**src/pdm_defines.svh**
```systemverilog
// Timing and geometry constants for the page-mode DRAM module controller.
// Assumes a 25 MHz controller clock; counts are derived from times in ns.
`ifndef PDM_DEFINES_SVH
`define PDM_DEFINES_SVH

`define PDM_CLK_PERIOD_NS 40
`define PDM_ADDR_HALF_W 9
`define PDM_DATA_W 36
`define PDM_LANES 4
`define PDM_ROWS 512
// Power-up pause in microseconds, rounded up to cycles.
`define PDM_POWERUP_US 100
`define PDM_POWERUP_CYC ((`PDM_POWERUP_US * 1000 + `PDM_CLK_PERIOD_NS - 1) / `PDM_CLK_PERIOD_NS)
`define PDM_WAKE_CYCLES 8
// Refresh interval in ms; one row every interval/rows, rounded down.
`define PDM_REFRESH_MS 8
`define PDM_ROW_REFRESH_CYC ((`PDM_REFRESH_MS * 1000000 / `PDM_ROWS) / `PDM_CLK_PERIOD_NS)
// Strobe phase lengths in cycles: row precharge, row-to-column delay, column pulse.
`define PDM_PRECHARGE_NS 70
`define PDM_PRECHARGE_CYC ((`PDM_PRECHARGE_NS + `PDM_CLK_PERIOD_NS - 1) / `PDM_CLK_PERIOD_NS)
`define PDM_ROW_TO_COL_NS 25
`define PDM_ROW_TO_COL_CYC ((`PDM_ROW_TO_COL_NS + `PDM_CLK_PERIOD_NS - 1) / `PDM_CLK_PERIOD_NS)
`define PDM_ACCESS_NS 100
`define PDM_ACCESS_CYC ((`PDM_ACCESS_NS + `PDM_CLK_PERIOD_NS - 1) / `PDM_CLK_PERIOD_NS)

`endif

```
**src/pdm_pkg.sv**
```systemverilog
// Types shared by the page-mode DRAM module controller.
// Assumes nothing of its surroundings.
package pdm_pkg;
  typedef enum logic [3:0] {
    PDM_POWERUP = 4'h0,
    PDM_IDLE = 4'h1,
    PDM_ROW = 4'h2,
    PDM_COL = 4'h3,
    PDM_COL_END = 4'h4,
    PDM_PAGE_WAIT = 4'h5,
    PDM_PRECHARGE = 4'h6,
    PDM_REF_CAS = 4'h7,
    PDM_REF_RAS = 4'h8
  } pdm_state_e;
endpackage : pdm_pkg

```
**src/pdm_sync.sv**
```systemverilog
// Two-flop synchroniser for a bus of pin inputs.
// Assumes the input is asynchronous to mclk.
`timescale 1ns/1ps
`default_nettype none
module pdm_sync #(
  parameter int WIDTH = 36
) (
  // Clock and reset.
  input wire logic mclk,
  input wire logic rst_n,
  // Data.
  input wire logic [WIDTH-1:0] asyncIn,
  output logic [WIDTH-1:0] syncOut
);
  logic [WIDTH-1:0] stage1_reg;

  // First stage is read only by the second stage.
  always_ff @(posedge mclk) begin
    if (!rst_n) begin
      stage1_reg <= '0;
      syncOut <= '0;
    end else begin
      stage1_reg <= asyncIn;
      syncOut <= stage1_reg;
    end
  end
endmodule : pdm_sync
`default_nettype wire

```
**src/pdm_ctrl.sv**
```systemverilog
// Controller that drives a 36-bit fast-page-mode DRAM module through its pins.
// Assumes a 25 MHz clock, a synchronous reset and a module wired to these pins.
`timescale 1ns/1ps
`default_nettype none
`include "pdm_defines.svh"
module pdm_ctrl import pdm_pkg::*; #(
  parameter int POWERUP_CYC = `PDM_POWERUP_CYC,
  parameter int REFRESH_CYC = `PDM_ROW_REFRESH_CYC
) (
  // Clock and reset.
  input wire logic mclk,
  input wire logic rst_n,
  // User request port.
  input wire logic reqValid,
  input wire logic reqWrite,
  input wire logic reqSide,
  input wire logic [17:0] reqAddr,
  input wire logic [35:0] reqWdata,
  input wire logic [3:0] reqLanes,
  input wire logic reqPageNext,
  output logic reqReady,
  output logic rspValid,
  output logic [35:0] rspRdata,
  output logic initDone,
  // DRAM module pins.
  output logic row_strobe_side_one_n,
  output logic row_strobe_side_two_n,
  output logic column_strobe_lane0_n,
  output logic column_strobe_lane1_n,
  output logic column_strobe_lane2_n,
  output logic column_strobe_lane3_n,
  output logic writeEnable_n,
  output logic [8:0] muxed_address_bus,
  input wire logic [35:0] dataIn,
  output logic [35:0] dataOut,
  output logic dataOe_n
);
  pdm_state_e state_reg, state_next;
  logic [12:0] timer_reg, timer_next;
  logic [REFRESH_CYC > 1 ? $clog2(REFRESH_CYC+1)-1 : 0:0] refCnt_reg;
  logic refPending_reg;
  logic [3:0] wakeCnt_reg, wakeCnt_next;
  logic initDone_next;
  logic sideReg, writeReg;
  logic [3:0] lanesReg;
  // Column half is kept here, so the user may change its request once it is taken.
  logic [8:0] colAddr_reg;
  logic [35:0] dataSync;
  logic rasAll_n, casAll_n;
  logic [3:0] casLanes_n;

  // Column strobes of the selected lanes.
  function automatic logic [3:0] lane_strobes(input logic on, input logic [3:0] lanes);
    lane_strobes = on ? ~lanes : 4'hF;
  endfunction : lane_strobes

  // Read data comes from a pin, so it is synchronised before sampling.
  pdm_sync #(.WIDTH(36)) uSync (
    .mclk(mclk),
    .rst_n(rst_n),
    .asyncIn(dataIn),
    .syncOut(dataSync)
  );

  wire timerDone = (timer_reg == 13'h0000);
  wire refDue = (refCnt_reg == '0);
  wire startAccess = (state_reg == PDM_IDLE) && reqValid && !refPending_reg && initDone;
  wire startRefresh = (state_reg == PDM_IDLE) && (refPending_reg || !initDone);

  // Sequencer.
  always_comb begin
    state_next = state_reg;
    timer_next = timerDone ? timer_reg : timer_reg - 13'h0001;
    wakeCnt_next = wakeCnt_reg;
    initDone_next = initDone;
    rasAll_n = 1'b1;
    casAll_n = 1'b1;
    case (state_reg)
      PDM_POWERUP: begin
        if (timerDone) begin
          state_next = PDM_IDLE;
        end
      end
      PDM_IDLE: begin
        if (startRefresh) begin
          state_next = PDM_REF_CAS;
          timer_next = 13'h0000;
        end else if (startAccess) begin
          state_next = PDM_ROW;
          timer_next = 13'(`PDM_ROW_TO_COL_CYC);
        end
      end
      PDM_ROW: begin
        rasAll_n = 1'b0;
        if (timerDone) begin
          state_next = PDM_COL;
          timer_next = 13'(`PDM_ACCESS_CYC + 2);
        end
      end
      PDM_COL: begin
        rasAll_n = 1'b0;
        casAll_n = 1'b0;
        if (timerDone) begin
          state_next = PDM_COL_END;
        end
      end
      PDM_COL_END: begin
        rasAll_n = 1'b0;
        state_next = PDM_PAGE_WAIT;
      end
      PDM_PAGE_WAIT: begin
        rasAll_n = 1'b0;
        if (reqValid && reqPageNext && reqWrite == writeReg && !refPending_reg) begin
          state_next = PDM_COL;
          timer_next = 13'(`PDM_ACCESS_CYC + 2);
        end else begin
          state_next = PDM_PRECHARGE;
          timer_next = 13'(`PDM_PRECHARGE_CYC);
        end
      end
      PDM_REF_CAS: begin
        casAll_n = 1'b0;
        state_next = PDM_REF_RAS;
        timer_next = 13'(`PDM_ACCESS_CYC);
      end
      PDM_REF_RAS: begin
        casAll_n = 1'b0;
        rasAll_n = 1'b0;
        if (timerDone) begin
          state_next = PDM_PRECHARGE;
          timer_next = 13'(`PDM_PRECHARGE_CYC);
          if (!initDone) begin
            wakeCnt_next = wakeCnt_reg + 4'h1;
            initDone_next = (wakeCnt_reg == 4'(`PDM_WAKE_CYCLES - 1));
          end
        end
      end
      PDM_PRECHARGE: begin
        if (timerDone) begin
          state_next = PDM_IDLE;
        end
      end
      default: begin
        state_next = PDM_IDLE;
      end
    endcase
  end

  // Sequencer registers and the refresh interval timer.
  always_ff @(posedge mclk) begin
    if (!rst_n) begin
      state_reg <= PDM_POWERUP;
      timer_reg <= 13'(POWERUP_CYC);
      wakeCnt_reg <= 4'h0;
      initDone <= 1'b0;
      refCnt_reg <= '0;
      refPending_reg <= 1'b0;
    end else begin
      state_reg <= state_next;
      timer_reg <= timer_next;
      wakeCnt_reg <= wakeCnt_next;
      initDone <= initDone_next;
      refCnt_reg <= refDue ? $bits(refCnt_reg)'(REFRESH_CYC - 1) : refCnt_reg - 1'b1;
      // A new due tick wins over the clear at refresh end, so no row is skipped.
      refPending_reg <= refDue | (refPending_reg & !(state_reg == PDM_REF_RAS && timerDone));
    end
  end

  // Access latch: side, direction and lanes are fixed for the whole row cycle.
  always_ff @(posedge mclk) begin
    if (!rst_n) begin
      sideReg <= 1'b0;
      writeReg <= 1'b0;
      lanesReg <= 4'h0;
      colAddr_reg <= 9'h000;
    end else if (startAccess) begin
      sideReg <= reqSide;
      writeReg <= reqWrite;
      lanesReg <= reqLanes;
      colAddr_reg <= reqAddr[8:0];
    end
  end

  assign casLanes_n = lane_strobes(!casAll_n, (state_reg == PDM_REF_CAS ||
                                   state_reg == PDM_REF_RAS) ? 4'hF : lanesReg);
  wire pageTake = (state_reg == PDM_PAGE_WAIT) && (state_next == PDM_COL);
  wire readSample = (state_reg == PDM_COL) && timerDone && !writeReg;

  // Pin drivers, all registered; row and column halves are set up a cycle ahead.
  always_ff @(posedge mclk) begin
    if (!rst_n) begin
      row_strobe_side_one_n <= 1'b1;
      row_strobe_side_two_n <= 1'b1;
      {column_strobe_lane3_n, column_strobe_lane2_n,
       column_strobe_lane1_n, column_strobe_lane0_n} <= 4'hF;
      writeEnable_n <= 1'b1;
      muxed_address_bus <= 9'h000;
      dataOut <= 36'h0;
      dataOe_n <= 1'b1;
      reqReady <= 1'b0;
      rspValid <= 1'b0;
      rspRdata <= 36'h0;
    end else begin
      // Refresh strobes both sides at once.
      row_strobe_side_one_n <= rasAll_n | (sideReg & !(state_next == PDM_REF_RAS ||
                               state_reg == PDM_REF_RAS));
      row_strobe_side_two_n <= rasAll_n | (!sideReg & !(state_next == PDM_REF_RAS ||
                               state_reg == PDM_REF_RAS));
      {column_strobe_lane3_n, column_strobe_lane2_n,
       column_strobe_lane1_n, column_strobe_lane0_n} <= casLanes_n;
      if (startAccess) begin
        muxed_address_bus <= reqAddr[17:9];
        writeEnable_n <= !reqWrite;
        dataOut <= reqWdata;
        dataOe_n <= !reqWrite;
      end else if (state_reg == PDM_ROW && timerDone) begin
        muxed_address_bus <= colAddr_reg;
      end else if (pageTake) begin
        muxed_address_bus <= reqAddr[8:0];
        dataOut <= reqWdata;
      end else if (state_next == PDM_PRECHARGE || state_next == PDM_IDLE) begin
        writeEnable_n <= 1'b1;
        dataOe_n <= 1'b1;
      end
      reqReady <= (state_next == PDM_ROW && state_reg == PDM_IDLE) || pageTake;
      rspValid <= readSample || (state_reg == PDM_COL && timerDone && writeReg);
      if (readSample) begin
        rspRdata <= dataSync;
      end
    end
  end
endmodule : pdm_ctrl
`default_nettype wire

```
**config.mk**
```make
export PLATFORM = sky130hd
export DESIGN_NAME = pdm_ctrl
export DESIGN_NICKNAME = d
export VERILOG_FILES = /design/src/pdm_pkg.sv /design/src/pdm_sync.sv /design/src/pdm_ctrl.sv
export VERILOG_INCLUDE_DIRS = /design/src
export SDC_FILE = /design/constraint.sdc
export NUM_CORES = 1
export LEC_CHECK = 0
export BUFFER_PORTS_ARGS = -buffer_cell sky130_fd_sc_hd__buf_2
export CAP_MARGIN = 5
export CORE_MARGIN = 4
export CORE_UTILIZATION = 52
export DETAILED_ROUTE_END_ITERATION = 10
export PLACE_DENSITY_LB_ADDON = 0.12
export RECOVER_POWER = 100
export SYNTH_ARGS = -nofsm -noshare
export SYNTH_HDL_FRONTEND = slang
export SYNTH_SLANG_ARGS = --single-unit
```
**constraint.sdc**
```tcl
create_clock -name mclk -period 2.82 [get_ports mclk]
set_input_delay 0.423 -clock mclk [delete_from_list [all_inputs] [get_ports mclk]]
set_output_delay 0.423 -clock mclk [all_outputs]
set_load 0.05 [all_outputs]
```
==> results of run 1 <==
==> critical path, cell delays in order, from the launching register on <==
cell and delay [ns]:
dfxtp_1 0.32, inv_1 0.09, ha_1 0.19, nor3b_1 0.33
and4_4 0.37, inv_2 0.19, o21ai_0 0.23, clkbuf_1 0.22
or2_0 0.30, nor2_1 0.09
==> kinds of logic (layout without fill, tap and decap cells) <==
| kind of cell | Yosys count | after routing | share of synthesized area [%] |
|---|---|---|---|
| simple gates | 351 | 351 | 22.7 |
| fa+ha+maj | 5 | 5 | 0.831 |
| flops | 209 | 209 | 55.6 |
| compound gates | 128 | 128 | 9.95 |
| mux | 38 | 38 | 5.05 |
| buf+inv | 61 | 246 | 3.56 |
| xor+xnor | 20 | 20 | 2.33 |
==> per-layer routing <==
layer  routed length [µm]  vias to the layer above  share of wire (%)  track usage, %
met4                  240                        0                1.4            4.06
met5                    0                        -                  0               0
met3                 1080                       20                6.3            3.24
met2                 8300                      146                 49            33.7
met1                 7460                     2709                 44            26.8
li1                     -                     3048                  -               -
==> per-stage QoR <==
step	utilization, %	hold slack [ns]	setup slack [ns]	cells
floorplan	-	0.412	0.620	812
global route	64.8	0.146	0.155	1177
CTS	65.8	0.145	0.375	1177
global placement	61.4	0.413	0.574	1145
finish	64.8	0.155	0.352	1177
detailed placement	61.4	0.418	0.408	1145
==> cell type report <==
| type | count | share of cell area, % |
|---|---|---|
| multi-input cells | 542 | 33.8 |
| clock inverters | 3 | 0.206 |
| flip-flops and latches | 209 | 46.0 |
| well taps | 180 | 2.48 |
| clock buffers | 29 | 6.66 |
| repair buffers | 203 | 10.3 |
| inverters | 11 | 0.454 |
==> placed cells by master (no fill, tap or decap), drive strengths merged, types with 15 or more instances in the layout <==
| master | n |
|---|---|
| dfxtp | 209 |
| nand2 | 127 |
| clkbuf | 127 |
| buf | 105 |
| nor2 | 80 |
| and2 | 76 |
| a21oi | 61 |
| mux2i | 38 |
| o21ai | 28 |
| nand3 | 16 |
| nor3 | 15 |
==> power by group through the flow <==
| stage | logic [mW] | registers (mW) | clock network [mW] |
|---|---|---|---|
| after global routing | 1.30 | 3.42 | 2.71 |
| after CTS | 1.17 | 3.38 | 2.58 |
| after floorplan | 0.883 | 3.39 | 0 |
| final | 1.15 | 3.38 | 2.52 |
| after global placement | 1.15 | 3.44 | 0 |
| after detailed placement | 1.16 | 3.44 | 0 |
==> path summary, 6_finish.rpt <==
| kind | from | cells past startpoint | slack, ns | to |
|---|---|---|---|---|
| setup / recovery | timer_reg[0] | 9 | 0.35 | timer_reg[9] |
| hold / removal | dataIn[6] | 2 | 0.16 | uSync.stage1_reg[6] |
| setup reg to reg | timer_reg[0] | 9 | 0.35 | timer_reg[9] |
| hold reg to reg | uSync.stage1_reg[1] | 1 | 0.43 | uSync.syncOut[1] |
==> out/metrics.yaml, run 1 <==
clocking:
  cts-htree-levels: 1
  cts_buffers: 21
  path_clk_slew_ns: 0.06
  bufs_on_longest_clock_path: 3
  postCtsResizedCells: 0
  cts_tree: "built"
  post_cts_hold_buffer_count: 0
  skew_pair_late_insertion_delay_ns: 0.47
  clkSinkCount: 209
  post_cts.repair.setup_buffers: 0
  clk_root_buffer_cell: "clkbuf_16"
layout:
  fill_cell_count: 1245
  design.final.nets: 1093
  post-route-cell-area_um2: 9090
  layout.area.seq_um2: 4180
  antenna_cells_inserted: 0
  multi_input_comb_area_um2: 3080
  area_delta_synth_final_pct: 20.8
  drive_gt1_share_pct: 14.4
floorplan:
  num_io_pins: 192
  die_area_um2: 16500
  start_util_pct: 53.6
  rows: 43
  core_area_um2: 14000
  die_width_um: 128
  floorplan.die.height_um: 128
sta:
  clock.fmax_mhz: 405
  fin_setup_tns_ns: 0
  min_period_ns: 2.47
  timing_hold_violations_final: 0
  slew_headroom_pct: 29.5
  rsz0062_at_grt: "false"
  clock_skew_ns: 0.0125
  slew_violations: 0
  worst_slew_pin_slew_ns: 1.06
  period_share_pct: 87.5
  final_setup_violation_count: 0
power:
  power.sequential.fraction_pct: 47.9
  switching_share_pct: 27.4
  power_report.internal_total_mw: 5.13
  cellLeakagePower_nw: 3.42
  clock_power_share_pct: 35.7
  power.total_mw: 7.06
  power_frac_comb_pct: 16.3
  net-switching-power_mw: 1.93
  power-per-cell-area_nw_per_um2: 776
  peakVddDrop_mv: 0.444
logic_synthesis:
  synthesis.area_per_instance_um2: 9.27
  yosysTopAreaCell: "dfxtp_1"
  synthesis.nets: 917
  yosys_register_bits: 209
  synthFlopType: "dfxtp_1"
  ys_types: 52
  ys_seq_area_share_pct: 55.6
  synthMostInstantiatedCell: "dfxtp_1"
  post_synth_instance_area_um2: 7530
  synth.top_cell.area_share_pct: 55.6
  post_synth_most_frequent_cells: "209 x dfxtp_1, 127 x nand2_1, 80 x nor2_1, 75 x and2_1, 61 x a21oi_1"
  postSynthCellCount: 812
  yosysWarningCount: 0
  number_of_enable_flip_flop_cells_after_synthesis: 0
  synth_top_cells_by_area: "dfxtp_1 56%, nand2_1 6.3%, and2_1 6.2%"
  async_flop_share_pct: 0
flow_run:
  timing.max_cap.violations: 0
global_route:
  globalRouteTotalUtil_pct: 19.8
  number_of_antenna_violations_at_the_first_check_in_global_routing: 0
  grt.overflow.total: 0
  grt_pass1_wl_mm: 27.2
  grt_pass1_vias: 5588
  grt_max_degree: 78
worst_setup_path:
  critPathKind: "reg -> reg"
  path_max_fanout: 22
  end_kind: "flop"
  worst_ep_required_time_ns: 3.17
  crit_arrival_ns: 2.82
  cp-start-kind: "flop"
detailed_routing:
  vias: 5923
  post_detailed_routing_wire_length_mm: 17.1
  dr.first_iter.drc_count: 307
  route.antenna.remaining_nets: 0
  drt-vias-per-instance: 5.03
  routed_wire_length_per_instance_um: 14.5
  detail_route.first_pass.iterations: 4
  drc: 0
min_path:
  min_path_type: "in -> reg"
place:
  placed_cell_area_um2: 8620
  port_buffers: 191
  finalWeightedCongestion: 0.893
  detailedPlacementHpwl_mm: 11.7
status:
  status: "completed"
Note: power is estimated with default switching activity, not from simulation.
==> run 2, diff against run 1 <==
CORE_ASPECT_RATIO = 1.2   (was default)
==> run 2 against run 1 <==
  * The flow now finishes with violations (max-capacitance violations, max-slew violations)
  * Register-to-register slack got worse by 0.05 ns
  * Via count is 0.78% higher
  * Final area decreased by 0.54%
  * Flip-flop and latch count is the same
  * Die area about the same
  * Clock skew decreased by 0.0064 ns
  * Final cell count shrank 0.59%
  * Critical path type unchanged
  * Largest power group unchanged
==> out/metrics.yaml, run 2 (synthesis results as in run 1) <==
status:
  status: "complete, but fails checks"
  failed_checks: "max-capacitance violations, max-slew violations"
floorplan:
  floorplan.die.height_um: 140
  die_width_um: 118
  die_area_um2: 16500
  rows: 47
  num_io_pins: 192
  core_area_um2: 14000
  start_util_pct: 53.8
worst_setup_path:
  r2r_cells: 9
  end_kind: "flop"
  critPathTopFamily: "simple AND/OR/NAND/NOR gates"
  worst_ep_required_time_ns: 3.20
  worstReg2RegEnd: "rspRdata[2]"
  reg2reg_from: "timer_reg[0]"
  path_max_fanout: 36
  path_buf_inv: 3
  critPathKind: "reg -> reg"
  reg2reg_slack_ns: 0.30
  crit_chain: "inv_1 -> ha_1 -> nor3b_1 -> and4_4 -> inv_2 -> nor4_4 -> buf_12 -> nand2_1 -> a21oi_1"
  crit_slowest_cell: "and4_4"
  cp-start-kind: "flop"
  crit_arrival_ns: 2.90
  critPathMaxStageDelay_ns: 0.46
sta:
  rsz0062_at_grt: "false"
  period_share_pct: 89.3
  min_period_ns: 2.52
  clock_skew_ns: 0.00610
  postLayoutSetupSlackWorst_ns: 0.301
  timing_hold_violations_final: 0
  fin_setup_tns_ns: 0
  slew_violations: 56
  slew_headroom_pct: -19.6
  final_setup_violation_count: 0
  worst_slew_pin_slew_ns: 1.79
  clock.fmax_mhz: 397
power:
  power.total_mw: 7.05
  power-per-cell-area_nw_per_um2: 779
  cellLeakagePower_nw: 3.40
  peakVddDrop_mv: 0.406
place:
  placed_cell_area_um2: 8590
  detailedPlacementHpwl_mm: 11.4
  finalWeightedCongestion: 0.864
  port_buffers: 191
  dp_slack_ns: 0.326
min_path:
  hold_path.startpoint: "dataIn[27]"
  min_to: "uSync.stage1_reg[27]"
  hold-path-cell-count: 2
  min_path_type: "in -> reg"
detailed_routing:
  post_detailed_routing_wire_length_mm: 16.7
  routed_wire_length_per_instance_um: 14.2
  vias: 5969
  route.antenna.remaining_nets: 0
  dr.first_iter.drc_count: 380
  drt-vias-per-instance: 5.10
  drc: 0
  detail_route.first_pass.iterations: 5
clocking:
  post_cts.repair.setup_buffers: 0
  cts-htree-levels: 1
  clk_root_buffer_cell: "clkbuf_16"
  post_cts_hold_buffer_count: 0
  cts_buffers: 21
  clkSinkCount: 209
  bufs_on_longest_clock_path: 3
  postCtsResizedCells: 0
  skew_pair_late_insertion_delay_ns: 0.48
  cts_tree: "built"
  path_clk_slew_ns: 0.06
global_route:
  globalRouteTotalUtil_pct: 19.4
  use_met2_pct: 34.9
  gr-usage-met3_pct: 3.41
  grt_util_met1_pct: 23.9
  grt_pass1_vias: 5738
  grt_busiest_layer: "met2"
  grt_pass1_wl_mm: 27.2
  grt_max_degree: 56
  grt.overflow.total: 0
  number_of_antenna_violations_at_the_first_check_in_global_routing: 0
layout:
  design.final.nets: 1093
  antenna_cells_inserted: 0
  post-route-cell-area_um2: 9040
  area_delta_synth_final_pct: 20.1
  layout_common_cells: "209 x dfxtp_1, 127 x nand2_1, 102 x clkbuf_1"
  drive_gt1_share_pct: 14.1
  final_common_cell: "dfxtp_1"
flow_run:
  timing.max_cap.violations: 1
run 2: worst max-delay path by stage:
stage | from | end | slack [ns] | cells after the start
floorplan | initDone | dataOut[10] | 0.62 | 7
global placement | timer_reg[0] | rspRdata[21] | 0.41 | 9
detailed placement | timer_reg[0] | rspRdata[13] | 0.33 | 9
CTS | timer_reg[0] | rspRdata[10] | 0.30 | 9
global route | state_reg[2] | dataOut[29] | 0.12 | 6
finish | timer_reg[0] | rspRdata[2] | 0.30 | 9
run 2: worst reg2reg max path: cells and delay by family (launching register included):
family          cells  cell delay, ns
simple gates        4            1.22
buf+inv             3            0.56
flops               1            0.32
fa+ha+maj           1            0.18
compound gates      1            0.15
run 2: report_power, final:
group / switching, mW / internal [mW] / total, mW / leakage, nW
registers: 0.217 / 3.17 / 3.38 / 1.70
clock network: 1.06 / 1.45 / 2.51 / 0.311
logic: 0.673 / 0.485 / 1.16 / 1.38
total: 1.95 / 5.09 / 7.05 / 3.40
run 2: through the flow:
stage / instances / utilization, % / hold slack (ns)
after floorplan: 812 / - / 0.412
after global placement: 1136 / 61.4 / 0.414
after detailed placement: 1136 / 61.4 / 0.418
after CTS: 1170 / 65.8 / 0.126
after global routing: 1170 / 64.6 / 0.135
final: 1170 / 64.6 / 0.148
run 2: routing by layer:
layer,part of all wire [%],wire length [µm],up-vias
met1,42,7070,2742
met5,0,0,-
met2,51,8550,162
li1,-,-,3045
met4,1.5,246,0
met3,4.8,803,20
run 2: area by class of cell:
| type | count | area [µm²] |
|---|---|---|
| tap | 171 | 214 |
| clock buffer | 28 | 582 |
| inverter | 11 | 41.3 |
| sequential | 209 | 4180 |
| fill | 1287 | 4950 |
| multi-input combinational | 542 | 3070 |
| timing repair buffer | 203 | 921 |
| clock inverter | 6 | 36.3 |
